===== src/hdl/lifephase_cfg.svh =====
// Constants for the configuration lifephase sequencer and pin multiplexer
// Overview of operation
// - In mode sampling the device drives its configuration pins and samples the three mode pins.
// - Mode 0 is master serial, 1 and 7 slave serial, 2 and 6 slave parallel.
// - A slave mode leads from mode sampling into idle, where nothing is configured.
// - Idle releases init, serial data and both status pins to general use; every other dual pin is free too.
// - Master serial goes from mode sampling straight into download, skipping idle.
// - From idle, download starts only on a start trigger from the external master.
// - Download runs in one of five contexts chosen by the captured mode; master serial and mode 7 slave serial use the same pins.
// - Download entered from idle leaves general pins as inputs with pull-up.
// - Download entered from run leaves general pins as the loaded design set them.
// - The select/address pin is chip select input in mode 2 and address output in mode 6.
// - Cascade, check and tri-state pins take their role only when the bitstream enables it.
// - In slave parallel modes data bits 1 to 7 always carry configuration during download.
// - Data bits 8 to 15 carry configuration only with 16-bit access selected.
// - In run the loaded design takes over all general pins.
`ifndef LIFEPHASE_CFG_SVH
`define LIFEPHASE_CFG_SVH

// =====================================================================
// Mode encodings on the three mode pins
`define MODE_MASTER_SERIAL  3'h0
`define MODE_SLAVE_SER_CS   3'h1
`define MODE_SLAVE_SER      3'h7
`define MODE_SLAVE_PAR_CS   3'h2
`define MODE_SLAVE_PAR_ADDR 3'h6

// =====================================================================
// Reset values and timing
`define MODE_RST            3'h0
`define SAMPLE_NS           8
`define SAMPLE_CYC          ((`SAMPLE_NS + 3) / 4)

`endif


===== src/hdl/lifephase_pkg.sv =====
// Types for the configuration lifephase sequencer and pin multiplexer
package lifephase_pkg;

  typedef enum logic [2:0] {
    PH_SAMPLE,
    PH_IDLE,
    PH_DOWNLOAD,
    PH_RUN
  } phase_e;

  typedef enum logic [2:0] {
    CTX_MASTER_SERIAL,
    CTX_SLAVE_SER_CS,
    CTX_SLAVE_SER,
    CTX_SLAVE_PAR_CS,
    CTX_SLAVE_PAR_ADDR,
    CTX_INVALID
  } ctx_e;

  // Per-pin role: 1 means configuration function
  typedef struct packed {
    logic init_status;
    logic serial_data;
    logic cfg_status_low;
    logic cfg_status_high;
    logic slave_select;
    logic sel_as_chip_select;
    logic sel_as_address;
    logic cascade_select;
    logic check_flag;
    logic output_tristate;
    logic [6:0] data_low;
    logic [7:0] data_high;
  } pin_role_s;

  // General-purpose pin policy
  typedef struct packed {
    logic pullup_inputs;
    logic design_owned;
  } gpio_policy_s;

  // Bitstream options supplied by the download engine
  typedef struct packed {
    logic cascade_en;
    logic check_en;
    logic tristate_en;
    logic wide16_en;
  } bs_opt_s;

endpackage


===== src/hdl/mode_decode.sv =====
// Decoder from the captured mode value to a download context
`timescale 1ns/1ps
module mode_decode (
  // Captured mode
  input  wire logic [2:0]          mode,
  // Decoded context
  output lifephase_pkg::ctx_e      ctx,
  output logic                     is_master
);
  `include "lifephase_cfg.svh"

  always_comb begin
    is_master = 1'b0;
    case (mode)
      `MODE_MASTER_SERIAL: begin
        ctx       = lifephase_pkg::CTX_MASTER_SERIAL;
        is_master = 1'b1;
      end
      `MODE_SLAVE_SER_CS:   ctx = lifephase_pkg::CTX_SLAVE_SER_CS;
      `MODE_SLAVE_SER:      ctx = lifephase_pkg::CTX_SLAVE_SER;
      `MODE_SLAVE_PAR_CS:   ctx = lifephase_pkg::CTX_SLAVE_PAR_CS;
      `MODE_SLAVE_PAR_ADDR: ctx = lifephase_pkg::CTX_SLAVE_PAR_ADDR;
      default:              ctx = lifephase_pkg::CTX_INVALID;
    endcase
  end
endmodule


===== src/hdl/config_lifephase_pin_mux.sv =====
// Lifephase sequencer and dual-function pin assignment of the configuration port
`timescale 1ns/1ps
module config_lifephase_pin_mux (
  // Clock and reset
  input  wire logic                        clk_sys,
  input  wire logic                        nrst,
  // Configuration pins sampled from outside
  input  wire logic [2:0]                  mode_select_pins,
  input  wire logic                        start_trigger,
  // Download engine handshake
  input  wire logic                        download_done,
  input  wire logic                        reconfig_req,
  input  wire lifephase_pkg::bs_opt_s      bs_opt,
  // Phase and context
  output lifephase_pkg::phase_e            phase,
  output lifephase_pkg::ctx_e              dl_context,
  output logic [2:0]                       mode_captured,
  output logic                             cfg_if_driven,
  output logic                             design_running,
  // Pin roles
  output lifephase_pkg::pin_role_s         pin_role,
  output lifephase_pkg::gpio_policy_s      gpio_policy
);
  `include "lifephase_cfg.svh"

  // =====================================================================
  // State
  typedef struct packed {
    logic [2:0]                  mode_s1;
    logic [2:0]                  mode_s2;
    logic                        trig_s1;
    logic                        trig_s2;
    logic [1:0]                  sample_cnt;
    logic                        from_run;
    lifephase_pkg::phase_e       phase;
    logic [2:0]                  mode;
    lifephase_pkg::ctx_e         ctx;
    logic                        drive;
    logic                        run;
    lifephase_pkg::pin_role_s    role;
    lifephase_pkg::gpio_policy_s pol;
  } state_s;

  state_s state_r;
  state_s state_nxt;

  lifephase_pkg::ctx_e dec_ctx;
  logic                dec_master;

  // Decode from the synchronised pins; latched once at end of sampling
  mode_decode mode_decode_inst (
    .mode      (state_r.mode_s2),
    .ctx       (dec_ctx),
    .is_master (dec_master)
  );

  // =====================================================================
  // Pin role for one phase and context
  function automatic lifephase_pkg::pin_role_s roles(
    input lifephase_pkg::phase_e ph,
    input lifephase_pkg::ctx_e   cx,
    input lifephase_pkg::bs_opt_s op
  );
    lifephase_pkg::pin_role_s r;
    logic par;
    r   = '0;
    par = (cx == lifephase_pkg::CTX_SLAVE_PAR_CS) || (cx == lifephase_pkg::CTX_SLAVE_PAR_ADDR);
    case (ph)
      lifephase_pkg::PH_SAMPLE: begin
        // Status and serial pins drive while the mode pins are read
        r.init_status     = 1'b1;
        r.serial_data     = 1'b1;
        r.cfg_status_low  = 1'b1;
        r.cfg_status_high = 1'b1;
      end
      lifephase_pkg::PH_IDLE: begin
        // Interface released: a slave waits with every dual pin free
        r.init_status     = 1'b0;
        r.serial_data     = 1'b0;
        r.cfg_status_low  = 1'b0;
        r.cfg_status_high = 1'b0;
        r.data_low        = 7'h00;
        r.data_high       = 8'h00;
      end
      lifephase_pkg::PH_DOWNLOAD: begin
        r.init_status        = 1'b1;
        r.serial_data        = 1'b1;
        r.cfg_status_low     = 1'b1;
        r.cfg_status_high    = 1'b1;
        r.slave_select       = (cx == lifephase_pkg::CTX_SLAVE_SER_CS);
        r.sel_as_chip_select = (cx == lifephase_pkg::CTX_SLAVE_PAR_CS);
        r.sel_as_address     = (cx == lifephase_pkg::CTX_SLAVE_PAR_ADDR);
        r.cascade_select     = op.cascade_en;
        r.check_flag         = op.check_en;
        r.output_tristate    = op.tristate_en;
        // Serial contexts keep the data pins general
        r.data_low           = {7{par}};
        r.data_high          = {8{par & op.wide16_en}};
      end
      lifephase_pkg::PH_RUN: begin
        // The loaded design owns every dual pin from here on
        r.init_status     = 1'b0;
        r.serial_data     = 1'b0;
        r.cfg_status_low  = 1'b0;
        r.cfg_status_high = 1'b0;
        r.data_low        = 7'h00;
        r.data_high       = 8'h00;
      end
      default: begin
        r = '0;
      end
    endcase
    return r;
  endfunction

  // =====================================================================
  // General-purpose pin policy for one phase
  function automatic lifephase_pkg::gpio_policy_s policy(
    input lifephase_pkg::phase_e ph,
    input logic                  loaded
  );
    lifephase_pkg::gpio_policy_s p;
    p = '0;
    case (ph)
      lifephase_pkg::PH_RUN: begin
        p.design_owned = 1'b1;
      end
      lifephase_pkg::PH_DOWNLOAD: begin
        // A partial reload must not disturb the pins the running design set
        p.design_owned = loaded;
      end
      default: begin
        p.design_owned = 1'b0;
      end
    endcase
    // With nothing loaded yet, free pins sit as inputs with pull-up
    p.pullup_inputs = !p.design_owned;
    return p;
  endfunction

  // =====================================================================
  // Next state
  always_comb begin
    state_nxt         = state_r;
    state_nxt.mode_s1 = mode_select_pins;
    state_nxt.mode_s2 = state_r.mode_s1;
    state_nxt.trig_s1 = start_trigger;
    state_nxt.trig_s2 = state_r.trig_s1;
    case (state_r.phase)
      lifephase_pkg::PH_SAMPLE: begin
        state_nxt.drive = 1'b1;
        // Wait for the pins to pass the synchroniser before trusting them
        if (state_r.sample_cnt != 2'(`SAMPLE_CYC + 1)) begin
          state_nxt.sample_cnt = state_r.sample_cnt + 2'h1;
        end else begin
          state_nxt.mode = state_r.mode_s2;
          state_nxt.ctx  = dec_ctx;
          if (dec_master) begin
            state_nxt.phase = lifephase_pkg::PH_DOWNLOAD;
          end else begin
            state_nxt.phase = lifephase_pkg::PH_IDLE;
            state_nxt.drive = 1'b0;
          end
          state_nxt.from_run = 1'b0;
        end
      end
      lifephase_pkg::PH_IDLE: begin
        // An unknown mode stays idle: no context to download into
        // The trigger passes two flops, so one clock of it is enough; it is acted on three edges after reaching the pin
        if (state_r.trig_s2 && state_r.ctx != lifephase_pkg::CTX_INVALID) begin
          state_nxt.phase    = lifephase_pkg::PH_DOWNLOAD;
          state_nxt.from_run = 1'b0;
          state_nxt.drive    = 1'b1;
        end
      end
      lifephase_pkg::PH_DOWNLOAD: begin
        // The engine reports the end; the bitstream itself is not seen here
        if (download_done) begin
          state_nxt.phase = lifephase_pkg::PH_RUN;
          state_nxt.drive = 1'b0;
        end
      end
      lifephase_pkg::PH_RUN: begin
        // Partial reload: the design keeps its pins while new frames arrive
        if (reconfig_req) begin
          state_nxt.phase    = lifephase_pkg::PH_DOWNLOAD;
          state_nxt.from_run = 1'b1;
          state_nxt.drive    = 1'b1;
        end
      end
      default: begin
        // A corrupted phase restarts from mode sampling
        state_nxt.phase = lifephase_pkg::PH_SAMPLE;
      end
    endcase
    state_nxt.run  = (state_nxt.phase == lifephase_pkg::PH_RUN);
    state_nxt.role = roles(state_nxt.phase, state_nxt.ctx, bs_opt);
    state_nxt.pol  = policy(state_nxt.phase, state_nxt.from_run);
  end

  // =====================================================================
  // Registers
  // Reset lands in mode sampling with the interface already driven
  always_ff @(posedge clk_sys or negedge nrst) begin
    if (!nrst) begin
      state_r                   <= '0;
      state_r.phase             <= lifephase_pkg::PH_SAMPLE;
      state_r.mode              <= `MODE_RST;
      state_r.ctx               <= lifephase_pkg::CTX_MASTER_SERIAL;
      state_r.drive             <= 1'b1;
      state_r.role.init_status  <= 1'b1;
      state_r.role.serial_data  <= 1'b1;
      state_r.role.cfg_status_low  <= 1'b1;
      state_r.role.cfg_status_high <= 1'b1;
      state_r.pol.pullup_inputs <= 1'b1;
    end else begin
      state_r <= state_nxt;
    end
  end

  assign phase          = state_r.phase;
  assign dl_context     = state_r.ctx;
  assign mode_captured  = state_r.mode;
  assign cfg_if_driven  = state_r.drive;
  assign design_running = state_r.run;
  assign pin_role       = state_r.role;
  assign gpio_policy    = state_r.pol;

endmodule


===== config.mk =====
export PLATFORM = sky130hd
export DESIGN_NAME = config_lifephase_pin_mux
export DESIGN_NICKNAME = d
export VERILOG_FILES = /design/src/hdl/lifephase_pkg.sv /design/src/hdl/mode_decode.sv /design/src/hdl/config_lifephase_pin_mux.sv
export VERILOG_INCLUDE_DIRS = /design/src /design/src/hdl
export SDC_FILE = /design/constraint.sdc
export NUM_CORES = 1
export LEC_CHECK = 0
export ABC_AREA = 1
export BUFFER_PORTS_ARGS = -buffer_cell sky130_fd_sc_hd__buf_2
export CELL_PAD_IN_SITES_DETAIL_PLACEMENT = 0
export CELL_PAD_IN_SITES_GLOBAL_PLACEMENT = 1
export CORE_MARGIN = 2
export CORE_UTILIZATION = 37
export DETAILED_ROUTE_END_ITERATION = 12
export MAX_ROUTING_LAYER = met4
export PLACE_DENSITY_LB_ADDON = 0.1
export SLEW_MARGIN = 20
export SYNTH_ARGS = -nofsm -noshare
export SYNTH_HDL_FRONTEND = slang
export SYNTH_SLANG_ARGS = --single-unit

===== constraint.sdc =====
create_clock -name clk_sys -period 1.71 [get_ports clk_sys]
set_input_delay 0 -clock clk_sys [delete_from_list [all_inputs] [get_ports clk_sys]]
set_output_delay 0 -clock clk_sys [all_outputs]
set_load 0.01 [all_outputs]

Word level (Yosys, flattened, before mapping)
Cells that the tools add are included.

Bits in registers: 49. Bits of input ports: 12. Logic and storage cells: 75.

$add $sub $neg: 1. Bitwise logic cells: 2. Reductions and logical operators: 11. Multiplexer cells: 19. Eq/ne operators: 17.

Operators with widths (count): == test 3 x 2 -> 1 bit (second input constant) (6); two-way mux 15 bit (1); case mux 3 bit (5 select lines) (1); two-way mux 4 bit (3); case mux 3 bit (4 select lines) (1); two-way mux 11 bit (1); == test 3 x 1 -> 1 bit (second input constant) (3); == test 3 bit (second input constant) (3); zero test 3 bit (3); inequality test 2 bit (second input constant) (4); two-way mux 3 bit (2); two-way mux 6 bit (1); two-way mux 1 bit (5); case mux 1 bit (4 select lines) (1); AND reduction 2 bit (2); AND reduction 4 bit (1); nonzero test 4 bit (1); inequality test 3 bit (second input constant) (1); case mux 1 bit (3 select lines) (1); adder 2 x 1 -> 2 bit (second input constant) (1); two-way mux 2 bit (1); case mux 1 bit (2 select lines) (1); OR reduction 2 bit (1); AND 1 bit (1); other kinds (4) (4).

Depth between registers and ports, before layout
Word-level depth: 9. Mapped depth: 10. Mapped depth without buffers: 10.

By module
From an unflattened synthesis, not the netlist that was laid out.

Cell total of the unflattened synthesis: 192. Area total of the unflattened synthesis: 1765.4 µm².

Modules (own cells, without submodules): config_lifephase_pin_mux (times used 1, sequential area each 829.5 µm², cells an instance 177, area each 1701.6 µm²); mode_decode (times used 1, sequential area each 0.0 µm², cells an instance 15, area each 63.8 µm²).

Worst setup path after synthesis
Ideal clock, no wire load.

Path kind: flip-flop to flip-flop. Start: register state_r[39] (netlist name). End: register state_r, in the netlist pin_role[6]. Library setup time: 0.072 ns. Required time: 1.638 ns. Arrival time: 1.266 ns. Buffers on the path: 1. Cell stages (with the launch flop): 10. Path slack: 0.372 ns. Cells stage by stage: dfrtp_1 ha_1 nand3_4 buf_6 nor2_1 nor2_1 nand3_2 nand2_1 nand2_1 nor2_1.

Word-level cells in the longest chain between the ends: 7. Elaborated cells on any way between the ends: 10. Those cells by class: eq/ne (4); mux (4); bitwise (1); reduce/logical (1).

Ends and longest elaborated chain: start: declaration (RTL line config_lifephase_pin_mux.sv:44) `state_s state_r;`; start signal: assignment (RTL line config_lifephase_pin_mux.sv:217) `state_r <= state_nxt;`; inequality test 2 bit * (RTL line config_lifephase_pin_mux.sv:153) `` if (state_r.sample_cnt != 2'(`SAMPLE_CYC + 1)) begin ``; two-way mux 11 bit * (RTL line config_lifephase_pin_mux.sv:153); two-way mux 3 bit (RTL line config_lifephase_pin_mux.sv:149) `case (state_r.phase)`; == test 3 x 2 -> 1 bit or == test 3 bit (tied branches) (RTL line config_lifephase_pin_mux.sv:67) `par = (cx == lifephase_pkg::CTX_SLAVE_PAR_CS) || (cx == lifephase_pkg::CTX_SLAVE_PAR_ADDR);`; logical OR 1 bit (RTL line config_lifephase_pin_mux.sv:67); AND 1 bit (RTL line config_lifephase_pin_mux.sv:98) `r.data_high = {8{par & op.wide16_en}};`; two-way mux 15 bit * (RTL line config_lifephase_pin_mux.sv:68) `case (ph)`.

Every way passes the cells marked *; elsewhere a longest branch is shown, timed or not. A chain may end at the register's enable or synchronous reset.

Worst setup path in the final report
Start: register state_r[39] (netlist name). End: register state_r, in the netlist pin_role[13].

Word-level cells in the longest chain between the ends: 6. Elaborated cells on any way between the ends: 9. Those cells by class: eq/ne (4); mux (4); reduce/logical (1).

Ends and longest elaborated chain (RTL line): inequality test 2 bit * (config_lifephase_pin_mux.sv:153); two-way mux 11 bit * (config_lifephase_pin_mux.sv:153); branches (longest 3 deep; another with case mux 3 bit (4 select lines)); two-way mux 15 bit * (config_lifephase_pin_mux.sv:68).

Every way passes the cells marked *.

==> results.yml <==
sta:
  finalCriticalPeriod_ns: 1.53
  fin_skew_ns: 0.00651
  worst_pin_slew_ns: 0.716
  final_hold_viol_count: 0
  period_share_pct: 89.5
  setup_viol: 0
  rsz0062_at_grt: "false"
  slew_headroom_pct: 52.3
  fmax_mhz: 654
  worst_slack_ns: 0.180
  drv_slew: 0
  tns_ns: 0
clock_network:
  tritoncts: "yes"
  clk_path_buf_depth: 2
  cts-root-buf: "clkbuf_8"
  clkTransAtPathRegs_ns: 0.06
  cts.htree.levels: 2
  clock_latency_ns: 0.28
  cts.sinks: 33
  numCtsBuffers: 5
worst_setup_path:
  cp_max_fo: 11
  cp_top_family: "simple AND/OR/NAND/NOR gates"
  cp-end-kind: "flip-flop"
  crit_cells: 6
  worst-path-buf-inv: 0
  reg2reg_depth: 6
  critPathKind: "flip-flop to flip-flop"
  slowest_delay_ns: 0.40
  worstPathArrival_ns: 1.72
  crit_path_start_kind: "flip-flop"
  critical_path_required_ns: 1.90
  cpMaxStageDelayCell: "dfrtp_1"
  reg2reg_slack_ns: 0.18
  path_cells: "ha_1 > nand3_4 > nor2_1 > nor3_4 > nand2_2 > a21oi_1"
synthesis:
  syn-num-nets: 181
  yosysMostFrequentCell: "buf_4"
  postSynth.asyncResetShare_pct: 100
  synth.area.top_cells: "dfrtp_1 47%, buf_4 17%, nand2_1 6.1%"
  synth_top_area_share_pct: 46.7
  yosys-top-cells-count: "36 x buf_4, 30 x dfrtp_1, 26 x nand2_1, 18 x inv_1, 13 x nor2_1"
  ys_ff_latch: 33
  synth_cell_types: 28
  synth-edff-count: 0
  yosysTopAreaCell: "dfrtp_1"
  synth-main-ff-cell: "dfrtp_1"
  synth.avg_cell_area_sq_um: 9.58
  synth.cell_area_sq_mm: 0.00161
  synth_seq_area_share_pct: 51.6
  yosys_warnings: 0
  syn-instance-count: 168
route:
  drtAntennaViolNets: 0
  drc: 0
  drt_iter0_drc: 58
  drt_pass1_iterations: 4
  via_per_inst: 4.22
  finalWirelength_microns: 2790
  vias: 1054
  avgRoutedWirePerCell_microns: 11.2
placement:
  gp_congestion: 0.691
  portBuffers: 49
  dp.cells: 230
  pre_cts_slack_ns: 0.0767
  post_dp_cell_area_sq_mm: 0.00164
  dp_hpwl_microns: 2060
floorplan:
  num_rows: 23
  ios: 50
  die_w_microns: 69.9
  core_sq_mm: 0.00409
  die_h_microns: 69.9
  die_area_sq_mm: 0.00489
  initial_utilization_pct: 39.4
power:
  vdd_drop_max_v: 0.000496
  p_per_area_mw_per_mm2: 1440
  power_uw: 2640
  p_leak_uw: 0.00104
finish:
  layout-drive-gt1-share_pct: 40.0
  diodes: 0
  fin_area_sq_mm: 0.00183
  nets: 212
  area_delta_synth_final_pct: 13.7
  fin_cells: 250
global_route:
  grt-ovfl-total: 0
  grt_usage_pct: 12.3
  grt_max_degree: 34
  grt_pass1_wl_microns: 4540
  grt_antenna_before_repair: 0
  grt_pass1_vias: 983
status:
  status: "complete, no violations"
hold_path:
  min_path_type: "input pin to flip-flop"
  whs_path_depth: 4
job:
  drv_cap: 0
-- state kept, by name, summed over array words and instances, names as in the netlist --
| name | count |
|---|---|
| design_running | 1 |
| state_r | 7 |
| state_nxt | 4 |
| dl_context | 3 |
| cfg_if_driven | 1 |
| pin_role | 9 |
| mode_captured | 3 |
| gpio_policy | 2 |
| phase | 3 |
-- worst min-delay path, cell delays in order --
cell and delay (ns):
buf_2 0.09, nand2_1 0.06, o21ai_0 0.09, a21oi_1 0.05
-- timing repair --
action / 4_1_cts / 5_1_grt
hold buffers: 9 / 0
endpoints found under the setup margin: 0 / 1
resized for setup: 0 / 0
hold endpoints to repair: 38 / 0
buffers inserted: 0 / 3
-- where the power goes --
part	total (uW)	leakage, uW	internal [uW]	switching, uW
Combinational	991	0.000587	411	581
Clock	540	0.0000422	285	255
Sequential	1110	0.000414	979	128
-- final timing paths --
check                                                  to                    start
worst max-delay path               pin_role[13]$_DFF_PN0_  state_r[39]$_DFFE_PN0P_
worst max register to register     pin_role[13]$_DFF_PN0_  state_r[39]$_DFFE_PN0P_
min in group asynchronous         state_nxt[43]$_DFF_PN0_                     nrst
max in group asynchronous        design_running$_DFF_PN0_                     nrst
worst min-delay path            cfg_if_driven$_DFFE_PN1P_            download_done
worst min register to register      state_r[43]$_DFF_PN0_  state_nxt[43]$_DFF_PN0_
-- logic make-up (layout without fill, tap and decap cells) --
group,Yosys count,count (layout),share of synthesized area [%]
buffers and inverters,60,92,22.9
xor gates and xnor gates,1,1,0.544
and+or+nand+nor,61,61,19.7
DFF,33,33,51.6
AOI/OAI and AO/OA,10,10,3.65
muxes,1,1,0.700
other,1,1,0.233
adders and majority gates,1,1,0.777
-- area by class of cell --
| type | count | area (sq um) |
|---|---|---|
| fillers | 433 | 2260 |
| flip-flops and latches | 33 | 830 |
| multi-input cells | 75 | 412 |
| repair buffers | 61 | 358 |
| inverters | 23 | 86.3 |
| clock buffers | 7 | 76.3 |
| well taps | 50 | 62.6 |
| clock inverters | 1 | 5.00 |
-- placed cells by master, fill, tap and decap left out, types with 2 or more instances in the layout --
master and n:
clkbuf_1 2, nand3_2 2, nand2_4 2, dlygate4sd3_1 9
nand2_2 2, nor2_2 3, inv_1 18, nand2_1 26
inv_2 5, nor2_1 13, buf_2 49, dfrtp_1 30
dfstp_2 3, a21oi_1 3, clkbuf_8 5, buf_4 3
nand3_1 8, o21ai_0 3
-- layer usage --
| layer | share of wire, % | GRT usage (%) | up-vias |
|---|---|---|---|
| li1 | - | - | 542 |
| met1 | 43 | 14.3 | 479 |
| met2 | 50 | 19.7 | 28 |
| met3 | 5.2 | 4.04 | 5 |
| met4 | 1.2 | 5.13 | 0 |
| met5 | 0 | - | - |
-- through the flow --
| step | hold slack, ns | utilization (%) |
|---|---|---|
| after floorplan | -0.296 | - |
| after global placement | 0.0943 | 40.0 |
| after detailed placement | 0.0980 | 40.0 |
| after CTS | 0.0222 | 44.2 |
| after global routing | 0.0477 | 44.8 |
| final | 0.0170 | 44.8 |
No activity file was read; power rests on OpenSTA's default activity.
